[src/core/asr_pkg.sv]
// Shared constants of the converter configuration register slice.
// Assumes byte-wide registers behind a 4-wire serial port, 15-bit addresses.

package asr_pkg;

    // ------------------------------------------------------------------
    // Widths
    // ------------------------------------------------------------------
    localparam int ADDR_W = 15;
    localparam int POS_W  = 24;
    localparam int DLY_W  = 4;

    // ------------------------------------------------------------------
    // Register byte addresses
    // ------------------------------------------------------------------
    localparam logic [14:0] OFS_CONFIG      = 15'h000;
    localparam logic [14:0] OFS_FAMILY_LO   = 15'h004;
    localparam logic [14:0] OFS_FAMILY_HI   = 15'h005;
    localparam logic [14:0] OFS_VERSION     = 15'h006;
    localparam logic [14:0] OFS_MAKER_LO    = 15'h00c;
    localparam logic [14:0] OFS_MAKER_HI    = 15'h00d;
    localparam logic [14:0] OFS_USER_CFG    = 15'h010;
    localparam logic [14:0] OFS_CLK_A       = 15'h029;
    localparam logic [14:0] OFS_CLK_B       = 15'h02a;
    localparam logic [14:0] OFS_POS_0       = 15'h02c;
    localparam logic [14:0] OFS_POS_1       = 15'h02d;
    localparam logic [14:0] OFS_POS_2       = 15'h02e;
    localparam logic [14:0] OFS_FS_A_LO     = 15'h030;
    localparam logic [14:0] OFS_FS_A_HI     = 15'h031;
    localparam logic [14:0] OFS_FS_B_LO     = 15'h032;
    localparam logic [14:0] OFS_FS_B_HI     = 15'h033;
    localparam logic [14:0] OFS_BYPASS      = 15'h038;
    localparam logic [14:0] OFS_SYNC_CTRL   = 15'h03b;

    // ------------------------------------------------------------------
    // Field positions
    // ------------------------------------------------------------------
    localparam int BIT_ADDR_DIR   = 5;
    localparam int BIT_SDO_ACTIVE = 4;
    localparam int BIT_ADDR_HOLD  = 0;
    localparam int BIT_PROC_EN    = 6;
    localparam int BIT_RECV_EN    = 5;
    localparam int BIT_ZOOM       = 4;
    localparam int DLY_LSB        = 0;

    // ------------------------------------------------------------------
    // Reset values and codes
    // ------------------------------------------------------------------
    localparam logic        RST_ADDR_DIR  = 1'b1;
    localparam logic        RST_ADDR_HOLD = 1'b0;
    localparam logic [7:0]  RST_CLK_A     = 8'h00;
    localparam logic [7:0]  RST_CLK_B     = 8'h20;
    localparam logic [15:0] RST_FS        = 16'ha000;
    localparam logic [7:0]  RST_BYPASS    = 8'h00;
    localparam logic [7:0]  RST_SYNC_CTRL = 8'h00;
    localparam logic [3:0]  DLY_AUTO      = 4'h0;

    // ------------------------------------------------------------------
    // Frame timing, in serial clock bits
    // ------------------------------------------------------------------
    localparam logic [3:0]  HDR_LAST      = 4'hf;
    localparam logic [2:0]  BYTE_LAST     = 3'h7;

endpackage

[src/core/asr_spi_port.sv]
// Serial port front end: pin synchronisers, header and byte framing.
// Assumes the serial clock runs at most one eighth of mclk.
`timescale 1ns/100ps
`default_nettype none

module asr_spi_port
    import asr_pkg::*;
(
    input  wire logic                 mclk,
    input  wire logic                 rst,
    input  wire logic                 ce,
    input  wire logic                 spi_sclk,
    input  wire logic                 spi_cs_n,
    input  wire logic                 spi_sdi,
    output logic                      spi_sdo,
    output logic                      spi_sdo_oe,
    input  wire logic [7:0]           rd_byte,
    output logic                      hdr_stb,
    output logic                      hdr_rnw,
    output logic [asr_pkg::ADDR_W-1:0] hdr_addr,
    output logic                      byte_stb,
    output logic [7:0]                byte_data
);
    import asr_pkg::*;

    typedef struct packed {
        logic [2:0]  sclk_s;
        logic [1:0]  csn_s;
        logic [1:0]  sdi_s;
        logic [15:0] shin;
        logic [3:0]  cnt;
        logic        data_ph;
        logic        rnw;
        logic [14:0] addr;
        logic [7:0]  shout;
        logic        hdr_p;
        logic        byte_p;
        logic [7:0]  wbyte;
    } asr_spi_st_t;

    asr_spi_st_t q;
    asr_spi_st_t d;
    logic        sel;
    logic        rise;
    logic        fall;
    logic [15:0] shin_n;

    // ------------------------------------------------------------------
    // Framing
    // ------------------------------------------------------------------
    // Edges seen on second and third stages only; first stage is private
    assign sel    = ~q.csn_s[1];
    assign rise   = q.sclk_s[1] & ~q.sclk_s[2];
    assign fall   = ~q.sclk_s[1] & q.sclk_s[2];
    assign shin_n = {q.shin[14:0], q.sdi_s[1]};

    always_comb begin
        d        = q;
        d.hdr_p  = 1'b0;
        d.byte_p = 1'b0;
        d.sclk_s = {q.sclk_s[1:0], spi_sclk};
        d.csn_s  = {q.csn_s[0], spi_cs_n};
        d.sdi_s  = {q.sdi_s[0], spi_sdi};
        if (!sel) begin
            d.cnt     = 4'h0;
            d.data_ph = 1'b0;
        end else if (rise) begin
            d.shin = shin_n;
            if (!q.data_ph) begin
                d.cnt = q.cnt + 4'h1;
                if (q.cnt == HDR_LAST) begin
                    d.data_ph = 1'b1;
                    d.cnt     = 4'h0;
                    d.hdr_p   = 1'b1;
                    d.rnw     = shin_n[15];
                    d.addr    = shin_n[14:0];
                end
            end else begin
                d.cnt = {1'b0, q.cnt[2:0] + 3'h1};
                if (q.cnt[2:0] == BYTE_LAST) begin
                    d.byte_p = 1'b1;
                    d.wbyte  = shin_n[7:0];
                end
            end
        end else if (fall && q.data_ph) begin
            // Load on the first fall of each byte, address already moved
            if (q.cnt[2:0] == 3'h0) begin
                d.shout = rd_byte;
            end else begin
                d.shout = {q.shout[6:0], 1'b0};
            end
        end
    end

    always_ff @(posedge mclk or posedge rst) begin
        if (rst) begin
            q       <= '0;
            q.csn_s <= 2'b11;
        end else if (ce) begin
            q <= d;
        end
    end

    // Drive only in the data phase of a read, so writes never collide
    assign spi_sdo    = q.shout[7];
    assign spi_sdo_oe = sel & q.data_ph & q.rnw;
    assign hdr_stb    = q.hdr_p;
    assign hdr_rnw    = q.rnw;
    assign hdr_addr   = q.addr;
    assign byte_stb   = q.byte_p;
    assign byte_data  = q.wbyte;

endmodule

`default_nettype wire

[src/core/asr_regs.sv]
// Identity, serial-port and sync-clock control register slice.
// Assumes the analog side supplies a quasi-static edge phase word.
`timescale 1ns/100ps
`default_nettype none

// Notes on behaviour
// RL1 - Chip identity reads a fixed 16-bit code over two bytes; writes ignored.
// RL2 - Silicon version byte reads a fixed constant on every read.
// RL3 - Maker identity reads a fixed 16-bit code from 0x00c over two bytes.
// RL4 - Hold clear: streaming address moves as the direction bit says.
// RL5 - Hold set: streaming address stays fixed for every byte.
// RL6 - Direction 0 decrements, 1 increments; resets to 1.
// RL7 - Sync events are processed only while processor enable is set.
// RL8 - Host enables the receiver no later than the processor enable.
// RL9 - Receiver enable powers the sync input receiver; off while clear.
// RL10 - Magnify bit changes resolution of the reported edge position.
// RL11 - Delay select picks the capture tap; zero means automatic calibration.
// RL12 - Host picks the delay value from the edge position readback.
// RL13 - Edge position is a 24-bit read-only status vs sample clock.
// RL14 - Reserved bits and unmapped addresses read zero; writes do nothing. OFS_CLK_A bit 7 is stored and reads back as written.
module asr_regs
    import asr_pkg::*;
#(
    // Arbitrary identity values, not those of any real part
    parameter logic [15:0] CHIP_IDENTITY_CODE = 16'h00a5,
    parameter logic [7:0]  SILICON_VERSION    = 8'h03,
    parameter logic [15:0] MAKER_IDENTITY     = 16'h1234
)
(
    input  wire logic                   mclk,
    input  wire logic                   rst,
    input  wire logic                   ce,
    input  wire logic                   spi_sclk,
    input  wire logic                   spi_cs_n,
    input  wire logic                   spi_sdi,
    output logic                        spi_sdo,
    output logic                        spi_sdo_oe,
    input  wire logic                   sysref_pin,
    input  wire logic [asr_pkg::POS_W-1:0] edge_phase,
    output logic                        sysref_receiver_enable,
    output logic                        sysref_processor_enable,
    output logic                        sysref_position_magnify,
    output logic [asr_pkg::DLY_W-1:0]   sysref_delay_select,
    output logic                        sysref_auto_cal,
    output logic                        sysref_event,
    output logic [7:0]                  sync_clock_control_b,
    output logic [15:0]                 input_a_full_scale,
    output logic [15:0]                 input_b_full_scale,
    output logic [7:0]                  reference_bypass,
    output logic [7:0]                  timestamp_input_control
);
    import asr_pkg::*;

    // ------------------------------------------------------------------
    // State
    // ------------------------------------------------------------------
    typedef struct packed {
        logic              dir;
        logic              hold;
        logic [7:0]        clk_a;
        logic [7:0]        clk_b;
        logic [15:0]       fs_a;
        logic [15:0]       fs_b;
        logic [7:0]        bypass;
        logic [7:0]        sync_ctrl;
        logic [14:0]       addr;
        logic [1:0]        sref_s;
        logic              sref_prev;
        logic [POS_W-1:0]  ph_s1;
        logic [POS_W-1:0]  ph_s2;
        logic [POS_W-1:0]  pos;
        logic              evt;
    } asr_reg_st_t;

    localparam asr_reg_st_t RST_STATE = '{
        dir:       RST_ADDR_DIR,
        hold:      RST_ADDR_HOLD,
        clk_a:     RST_CLK_A,
        clk_b:     RST_CLK_B,
        fs_a:      RST_FS,
        fs_b:      RST_FS,
        bypass:    RST_BYPASS,
        sync_ctrl: RST_SYNC_CTRL,
        default:   '0
    };

    asr_reg_st_t      q;
    asr_reg_st_t      d;
    logic [7:0]       rd_byte;
    logic             hdr_stb;
    logic             hdr_rnw;
    logic [14:0]      hdr_addr;
    logic             byte_stb;
    logic [7:0]       byte_data;
    logic             rnw_q;
    logic             recv_on;
    logic             proc_on;
    logic             sref_rise;
    logic [POS_W-1:0] pos_view;

    // ------------------------------------------------------------------
    // Serial port
    // ------------------------------------------------------------------
    asr_spi_port u_port (
        .mclk       (mclk),
        .rst        (rst),
        .ce         (ce),
        .spi_sclk   (spi_sclk),
        .spi_cs_n   (spi_cs_n),
        .spi_sdi    (spi_sdi),
        .spi_sdo    (spi_sdo),
        .spi_sdo_oe (spi_sdo_oe),
        .rd_byte    (rd_byte),
        .hdr_stb    (hdr_stb),
        .hdr_rnw    (hdr_rnw),
        .hdr_addr   (hdr_addr),
        .byte_stb   (byte_stb),
        .byte_data  (byte_data)
    );

    // Port holds the frame direction for the whole frame
    assign rnw_q = hdr_rnw;

    // ------------------------------------------------------------------
    // Read data
    // ------------------------------------------------------------------
    // Read mux on the current streaming address
    always_comb begin
        rd_byte = 8'h00;
        case (q.addr)
            OFS_CONFIG: begin
                rd_byte[BIT_ADDR_DIR]   = q.dir;
                rd_byte[BIT_SDO_ACTIVE] = 1'b1;
            end
            // RL1 fixed chip code
            OFS_FAMILY_LO:  rd_byte = CHIP_IDENTITY_CODE[7:0];
            OFS_FAMILY_HI:  rd_byte = CHIP_IDENTITY_CODE[15:8];
            // RL2 fixed version byte
            OFS_VERSION:    rd_byte = SILICON_VERSION;
            // RL3 fixed maker code
            OFS_MAKER_LO:   rd_byte = MAKER_IDENTITY[7:0];
            OFS_MAKER_HI:   rd_byte = MAKER_IDENTITY[15:8];
            OFS_USER_CFG:   rd_byte[BIT_ADDR_HOLD] = q.hold;
            OFS_CLK_A:      rd_byte = q.clk_a;
            OFS_CLK_B:      rd_byte = q.clk_b;
            // RL13 position status bytes
            OFS_POS_0:      rd_byte = q.pos[7:0];
            OFS_POS_1:      rd_byte = q.pos[15:8];
            OFS_POS_2:      rd_byte = q.pos[23:16];
            OFS_FS_A_LO:    rd_byte = q.fs_a[7:0];
            OFS_FS_A_HI:    rd_byte = q.fs_a[15:8];
            OFS_FS_B_LO:    rd_byte = q.fs_b[7:0];
            OFS_FS_B_HI:    rd_byte = q.fs_b[15:8];
            OFS_BYPASS:     rd_byte = q.bypass;
            OFS_SYNC_CTRL:  rd_byte = q.sync_ctrl;
            // RL14 unmapped reads zero
            default:        rd_byte = 8'h00;
        endcase
    end

    // ------------------------------------------------------------------
    // Sync edge position
    // ------------------------------------------------------------------
    // RL10 magnify selects resolution
    // Unmagnified view merges bit pairs, halving resolution
    for (genvar i = 0; i < POS_W; i++) begin : g_pos
        assign pos_view[i] = q.clk_a[BIT_ZOOM] ? q.ph_s2[i]
                           : (q.ph_s2[2*(i/2)] | q.ph_s2[2*(i/2)+1]);
    end

    // RL9 receiver gates the pin
    assign recv_on   = q.clk_a[BIT_RECV_EN];
    assign proc_on   = q.clk_a[BIT_PROC_EN];
    assign sref_rise = recv_on & q.sref_s[1] & ~q.sref_prev;

    // ------------------------------------------------------------------
    // Next state
    // ------------------------------------------------------------------
    always_comb begin
        d           = q;
        d.sref_s    = {q.sref_s[0], sysref_pin};
        d.sref_prev = q.sref_s[1];
        d.ph_s1     = edge_phase;
        d.ph_s2     = q.ph_s1;
        // RL7 events only while processing
        d.evt       = sref_rise & proc_on;
        // RL13 capture edge position
        if (sref_rise & proc_on) begin
            d.pos = pos_view;
        end
        // Header loads the start address of the stream
        if (hdr_stb) begin
            d.addr = hdr_addr;
        end
        // Writes only in write frames; RL14 unmapped writes dropped
        if (byte_stb && !rnw_q) begin
            case (q.addr)
                OFS_CONFIG:    d.dir = byte_data[BIT_ADDR_DIR];
                OFS_USER_CFG:  d.hold = byte_data[BIT_ADDR_HOLD];
                OFS_CLK_A:     d.clk_a = byte_data;
                OFS_CLK_B:     d.clk_b = byte_data;
                OFS_FS_A_LO:   d.fs_a[7:0] = byte_data;
                OFS_FS_A_HI:   d.fs_a[15:8] = byte_data;
                OFS_FS_B_LO:   d.fs_b[7:0] = byte_data;
                OFS_FS_B_HI:   d.fs_b[15:8] = byte_data;
                OFS_BYPASS:    d.bypass = byte_data;
                OFS_SYNC_CTRL: d.sync_ctrl = byte_data;
                default:       d.addr = d.addr;
            endcase
        end
        // Advance uses the hold and direction seen before this byte
        if (byte_stb) begin
            // RL5 hold keeps address
            if (q.hold) begin
                d.addr = q.addr;
            // RL4 RL6 step by direction
            end else if (q.dir) begin
                d.addr = q.addr + 15'h1;
            end else begin
                d.addr = q.addr - 15'h1;
            end
        end
    end

    always_ff @(posedge mclk or posedge rst) begin
        if (rst) begin
            q <= RST_STATE;
        end else if (ce) begin
            q <= d;
        end
    end

    // ------------------------------------------------------------------
    // Outputs
    // ------------------------------------------------------------------
    assign sysref_receiver_enable  = recv_on;
    assign sysref_processor_enable = proc_on;
    assign sysref_position_magnify = q.clk_a[BIT_ZOOM];
    assign sysref_delay_select     = q.clk_a[DLY_LSB +: DLY_W];
    // RL11 zero selects auto calibration
    assign sysref_auto_cal         = (q.clk_a[DLY_LSB +: DLY_W] == DLY_AUTO);
    assign sysref_event            = q.evt;
    assign sync_clock_control_b    = q.clk_b;
    assign input_a_full_scale      = q.fs_a;
    assign input_b_full_scale      = q.fs_b;
    assign reference_bypass        = q.bypass;
    assign timestamp_input_control = q.sync_ctrl;
endmodule

`default_nettype wire

[config.mk]
export PLATFORM = sky130hd
export DESIGN_NAME = asr_regs
export DESIGN_NICKNAME = d
export VERILOG_FILES = /design/src/core/asr_pkg.sv /design/src/core/asr_spi_port.sv /design/src/core/asr_regs.sv
export SDC_FILE = /design/constraint.sdc
export NUM_CORES = 1
export LEC_CHECK = 0
export BUFFER_PORTS_ARGS = -buffer_cell sky130_fd_sc_hd__buf_2
export CAP_MARGIN = 10
export CORE_ASPECT_RATIO = 1.4
export CORE_MARGIN = 2
export CORE_UTILIZATION = 33
export DETAILED_ROUTE_END_ITERATION = 7
export PLACE_DENSITY = 0.54
export SYNTH_ARGS = -nofsm -noshare
export SYNTH_HDL_FRONTEND = slang
export SYNTH_SLANG_ARGS = --single-unit
[constraint.sdc]
create_clock -name mclk -period 15.35 [get_ports mclk]
set_input_delay 0 -clock mclk [delete_from_list [all_inputs] [get_ports mclk]]
set_output_delay 0 -clock mclk [all_outputs]
set_load 0.03 [all_outputs]
Yosys cells after proc, flatten, opt, wreduce, memory -nomap -nowiden
Cells that the tools add are included.
W data, S select, Z words.
{ "word_totals": {"reg_bits": 218, "in_bits": 31, "output_inout_bits": 67, "wordCells": 148} }
{ "classes": {"add_sub_neg": 4, "n_eq_ne": 19, "n_mux": 44, "bitwise_logic": 25, "n_reduce_logical": 27} }
{ "op_table": {"columns": ["cell", "n"], "rows": [
  ["$eq A15 B6 Y1 const B", 11],
  ["$mux W15", 4],
  ["$mux W21", 2],
  ["$pmux W3 S13", 1],
  ["$reduce_and A3 Y1", 11],
  ["$eq A15 B3 Y1 const B", 2],
  ["$eq A15 B4 Y1 const B", 2],
  ["$pmux W2 S15", 1],
  ["$mux W1", 26],
  ["$pmux W2 S12", 1],
  ["$mux W10", 2],
  ["$mux W9", 2],
  ["$mux W17", 1],
  ["$add A15 B1 Y15 const B", 1],
  ["$eq A15 B5 Y1 const B", 1],
  ["$logic_not A15 Y1", 1],
  ["$sub A15 B1 Y15 const B", 1],
  ["$pmux W1 S13", 1],
  ["$or A1 B1 Y1", 12],
  ["$reduce_and A5 Y1", 2],
  ["$mux W8", 1],
  ["$and A1 B1 Y1", 7],
  ["$not A1 Y1", 6],
  ["$reduce_and A2 Y1", 3],
  ["14 further kinds", 17]
]} }

Logic depth before layout (Yosys ltp)
{ "logic_depth": {"ltp_word": 5, "depth_mapped": 9, "mapped_depth_nobuf": 8} }

Modules after synthesis
From an unflattened synthesis, not the netlist that was laid out.
{ "hier_totals": {"cells_unflattened": 952, "area_unflattened_um2": 10926.7} }
{ "modules_own_cells": {"columns": ["module", "instances", "cells_per_inst", "area_each_um2", "seq_area_each_um2"], "rows": [
  ["asr_regs", 1, 735, 8162.8, 3936.3],
  ["asr_spi_port", 1, 217, 2763.9, 1529.0]
]} }

Least setup slack after synthesis
OpenSTA, ideal clock, no wires.
{ "synth_timing": {"kind": "register -> register", "startpoint": "reg q[156] in the netlist's numbering", "endpoint": "reg q[89] in the netlist's numbering", "t_arrival_ns": 2.313, "required_ns": 15.222, "path_slack_ns": 12.909, "path_stages_with_launch": 9, "n_path_buf": 0, "synth_period_minus_slack_ns": 2.441, "cell_sequence": "dfstp_2 -> inv_1 -> ha_1 -> or3_1 -> a221oi_1 -> o31ai_1 -> a31oi_1 -> xor2_1 -> o21ai_0"} }
{ "synth_via": {"elab_chain_len": 3} }
{ "synth_rtl": {"columns": ["item", "line_no", "source"], "rows": [
  ["start: declaration", "asr_regs.sv:87", "asr_reg_st_t q;"],
  ["start signal: assignment", "asr_regs.sv:227", "q <= RST_STATE;"],
  ["start signal: assignment", "asr_regs.sv:229", "q <= d;"],
  ["$mux W15", "asr_regs.sv:217", "end else if (q.dir) begin"],
  ["$mux W15", "asr_regs.sv:214", "if (q.hold) begin"],
  ["$mux W15", "asr_regs.sv:212", "if (byte_stb) begin"]
]} }
No other way between the ends. The select of a mux whose other input is x is not followed.
A chain may end at the register's enable or synchronous reset.

Final worst setup path
{ "layout_timing": {"startpoint": "reg q[87] in the netlist's numbering", "endpoint": "reg q, in the netlist input_a_full_scale[12]"} }
{ "layout_via": {"elab_chain_len": 2} }
{ "layout_rtl": {"columns": ["item", "line_no", "source"], "rows": [
  ["$eq A15 B6 Y1", "asr_regs.sv:197", "case (q.addr)"],
  ["$reduce_and A3 Y1 (no source line)", null, null]
]} }
No other way between the ends.

==> reports/qor.csv <==
stage;metric;value;unit
critical_path;slowest_delay;0.83;ns
power_and_ir_drop;intPower;978.6;uW
sta;slew_headroom;25.92;%
critical_path;crit_fanout;10;
grt;overflow;0;
layout;fin_nets;1042;
die;fp.dieH;217.6;um
critical_path;worst_ep_required_time;15.74;ns
clock_network;htreeDepth;1;
routing;routedWlPerCell;20.43;um
sta;worstMarginPinSlew;1.105;ns
clock_network;worst_skew_pair.late_latency;0.52;ns
routing;route.met3.wl;1118;um
place;port_buffers;97;
clock_network;clk_pin_slew_worst_paths;0.06;ns
synth;synth_fp_nets;988;
routing;drt_wl_total;28790;um
sta;hold_viol;0;
routing;detail-route-antenna-nets;0;
critical_path;worstSetupStartpoint;q[87];
synth;synth_edf_count;0;
critical_path;rr_endpoint;input_a_full_scale[12];
power_and_ir_drop;netSwitchingFraction;23.33;%
power_and_ir_drop;p_comb_share;7.7;%
synth;yosysWarningCount;0;
routing;drt_pass1_iterations;5;
sta;tns;0;ns
synth;synthFlopType;dfrtp_1;
power_and_ir_drop;pwr-share-seq;49.4;%
synth;yosysTopAreaCell;dfrtp_1;
critical_path;worstPathArrival;3.61;ns
place;dp_hpwl;20640;um
die;row_count;78;
die;dieArea;34060;sq um
clock_network;ctsResizeCount;0;
critical_path;worstPathCellList;or4_1 -> nor3_2 -> nand3_1 -> mux2_2;
place;place_ws;12.19;ns
die;fp.coreArea;32210;sq um
die;ios;98;
layout;layout-drive-gt1-share;32.31;%
sta;rsz0062_at_grt;no;
layout;antenna_cells;0;
clock_network;post_cts_buffers;0;
clock_network;tritoncts;built;
critical_path;critPathCaptureType;flip-flop;
sta;fin_ws;12.13;ns
sta;setup_viol;0;
power_and_ir_drop;p_leak;5.710;nW
critical_path;r2r_setup_slack;12.13;ns
synth;async_reset_ff_share;100.0;%
die;die_x;156.6;um
power_and_ir_drop;p_sw;297.7;uW
sta;clock_skew;0.01226;ns
die;initial_core_util;33.38;%
routing;vias;7454;
grt;grt_max_degree;106;
routing;viasPerCell;5.290;
sta;fin_hold_ws;0.1671;ns
worst_hold_path;min_path_type;in2async;
clock_network;numClockSinks;218;
synth;synth_area;10750;sq um
sta;maxClockFrequency;310.6;MHz
grt;track_usage;16.98;%
critical_path;worstSetupPathType;reg2reg;
critical_path;critical_path.startpoint_type;flip-flop;
sta;min_period;3.219;ns
critical_path;endpoint;input_a_full_scale[12];
clock_network;cts-root-buf;clkbuf_16;
grt;antenna_found_initial;0;
clock_network;cts_buffers;22;
synth;synth_seq_area_share;50.83;%
clock_network;clockBufferDepth;3;
routing;drt_iter0_drc;445;
power_and_ir_drop;clock_power_share;42.9;%
synth;synth.top_cell.area_share;48.88;%
routing;wl_met2;14530;um
status;run_status;finished, final reports clean;
critical_path;cp_slowest_cell;nor3_2;
synth;syn_avg_cell_area;11.44;sq um
routing;top_layer;met4;
grt;grt_pass1_vias;7466;
routing;wl_met1;12290;um
power_and_ir_drop;power.density;104.6;nW/um^2
layout;area_growth;13.52;%
routing;drc;0;
synth;ys_types;73;
flow_run;cap_viol_max_count;0;
sta;fin_crit_sh;20.97;%
synth;synth-seq-cells;218;
power_and_ir_drop;ir_drop;0.07550;mV
clock_network;cts_hold_buf;29;
synth;synth.area.top_cells;dfrtp_1 49%, mux2_2 16%, buf_4 4.2%, a21oi_1 3.1%, o21ai_0 2.4%;
place;gp_congestion;0.9102;
sta;maxSlewViolCount;0;
critical_path;rr_worst_depth;4;
synth;postSynthCellCount;940;
grt;grt_pass1_wl;44930;um
critical_path;rr_startpoint;q[87];
-- sequential cells by signal, summed over array words and instances, names as in the netlist, 15 cells and up --
name and count:
input_a_full_scale 16, q 67, d 26, u_port.q 30, input_b_full_scale 16, u_port.hdr_addr 15
-- how the worst min path moves through the flow --
stage,cells after the start,from,end,slack (ns)
after floorplan,1,edge_phase[13],d[38],0.15
after global placement,2,rst,d[36],0.20
after detailed placement,2,rst,d[36],0.20
after CTS,3,rst,d[36],0.21
after global routing,3,rst,sysref_event,0.23
final,3,rst,d[36],0.17
-- cell usage after synthesis (all sizes together), types with 8 or more instances --
cell and number:
dfrtp 210, mux2 164, buf 75, a21oi 67, nand2 62, o21ai 52, nor2 41, clkbuf 31
and3 19, ha 16, inv 14, nand3 12, nor3 12, a32oi 11, nor4 11, a21o 10
a22oi 10, dfstp 8
-- cell type report --
| type | count | area [sq um] |
|---|---|---|
| Clock buffer | 34 | 656.9 |
| Multi-Input combinational cell | 602 | 4597 |
| Inverter | 14 | 60.06 |
| Clock inverter | 5 | 75.07 |
| Fill cell | 3207 | 20000 |
| Tap cell | 400 | 500.5 |
| Sequential cell | 218 | 5465 |
| Timing Repair Buffer | 136 | 850.8 |
-- per-layer routing --
metal,up-vias,track usage [%]
met2,180,29.25
met5,-,0
met1,3758,22.21
met4,0,5.872
met3,43,1.709
li1,3473,-
-- placed cells by master, fill, tap and decap left out, drive strengths merged, types with 16 or more instances in the layout --
cell type,n
and3,19
nor2,41
clkbuf,34
nand2,62
ha,16
buf,107
o21ai,52
a21oi,67
dfrtp,210
dlygate4sd3,29
mux2,164
-- logic make-up after synthesis --
logic type	after synthesis	synth area share (%)
AOI/OAI and AO/OA	200	11.73
xor gates and xnor gates	10	0.8147
adders and majority gates	17	2.048
buffers and inverters	120	6.505
DFF	218	50.83
muxes	170	18.01
and+or+nand+nor	205	10.05
-- per-stage QoR --
stage | instances | instance area [sq um] | total power, mW | utilization, %
final | 1409 | 12210 | 1.276 | 37.90
after global routing | 1409 | 12210 | 1.332 | 37.90
after CTS | 1409 | 12210 | 1.293 | 37.90
after detailed placement | 1341 | 11180 | 0.7346 | 34.72
after global placement | 1341 | 11180 | 0.7324 | 34.72
after floorplan | 940 | 10750 | 0.7036 | -
-- critical path, delay by kind of cell, from the launching register on --
family	cells	cell delay [ns]
multiplexers	1	0.48
flip-flops	1	0.40
AND/OR/NAND/NOR	3	2.22
-- power by group through the flow --
stage                     Combinational (mW)  Sequential [mW]  Clock, mW
after global placement                0.0921            0.640          0
after CTS                             0.0996            0.630      0.563
final                                 0.0981            0.630      0.548
after detailed placement              0.0936            0.641          0
after global routing                   0.110            0.635      0.587
after floorplan                       0.0737            0.630          0
Power figures use the tool's default switching activity.
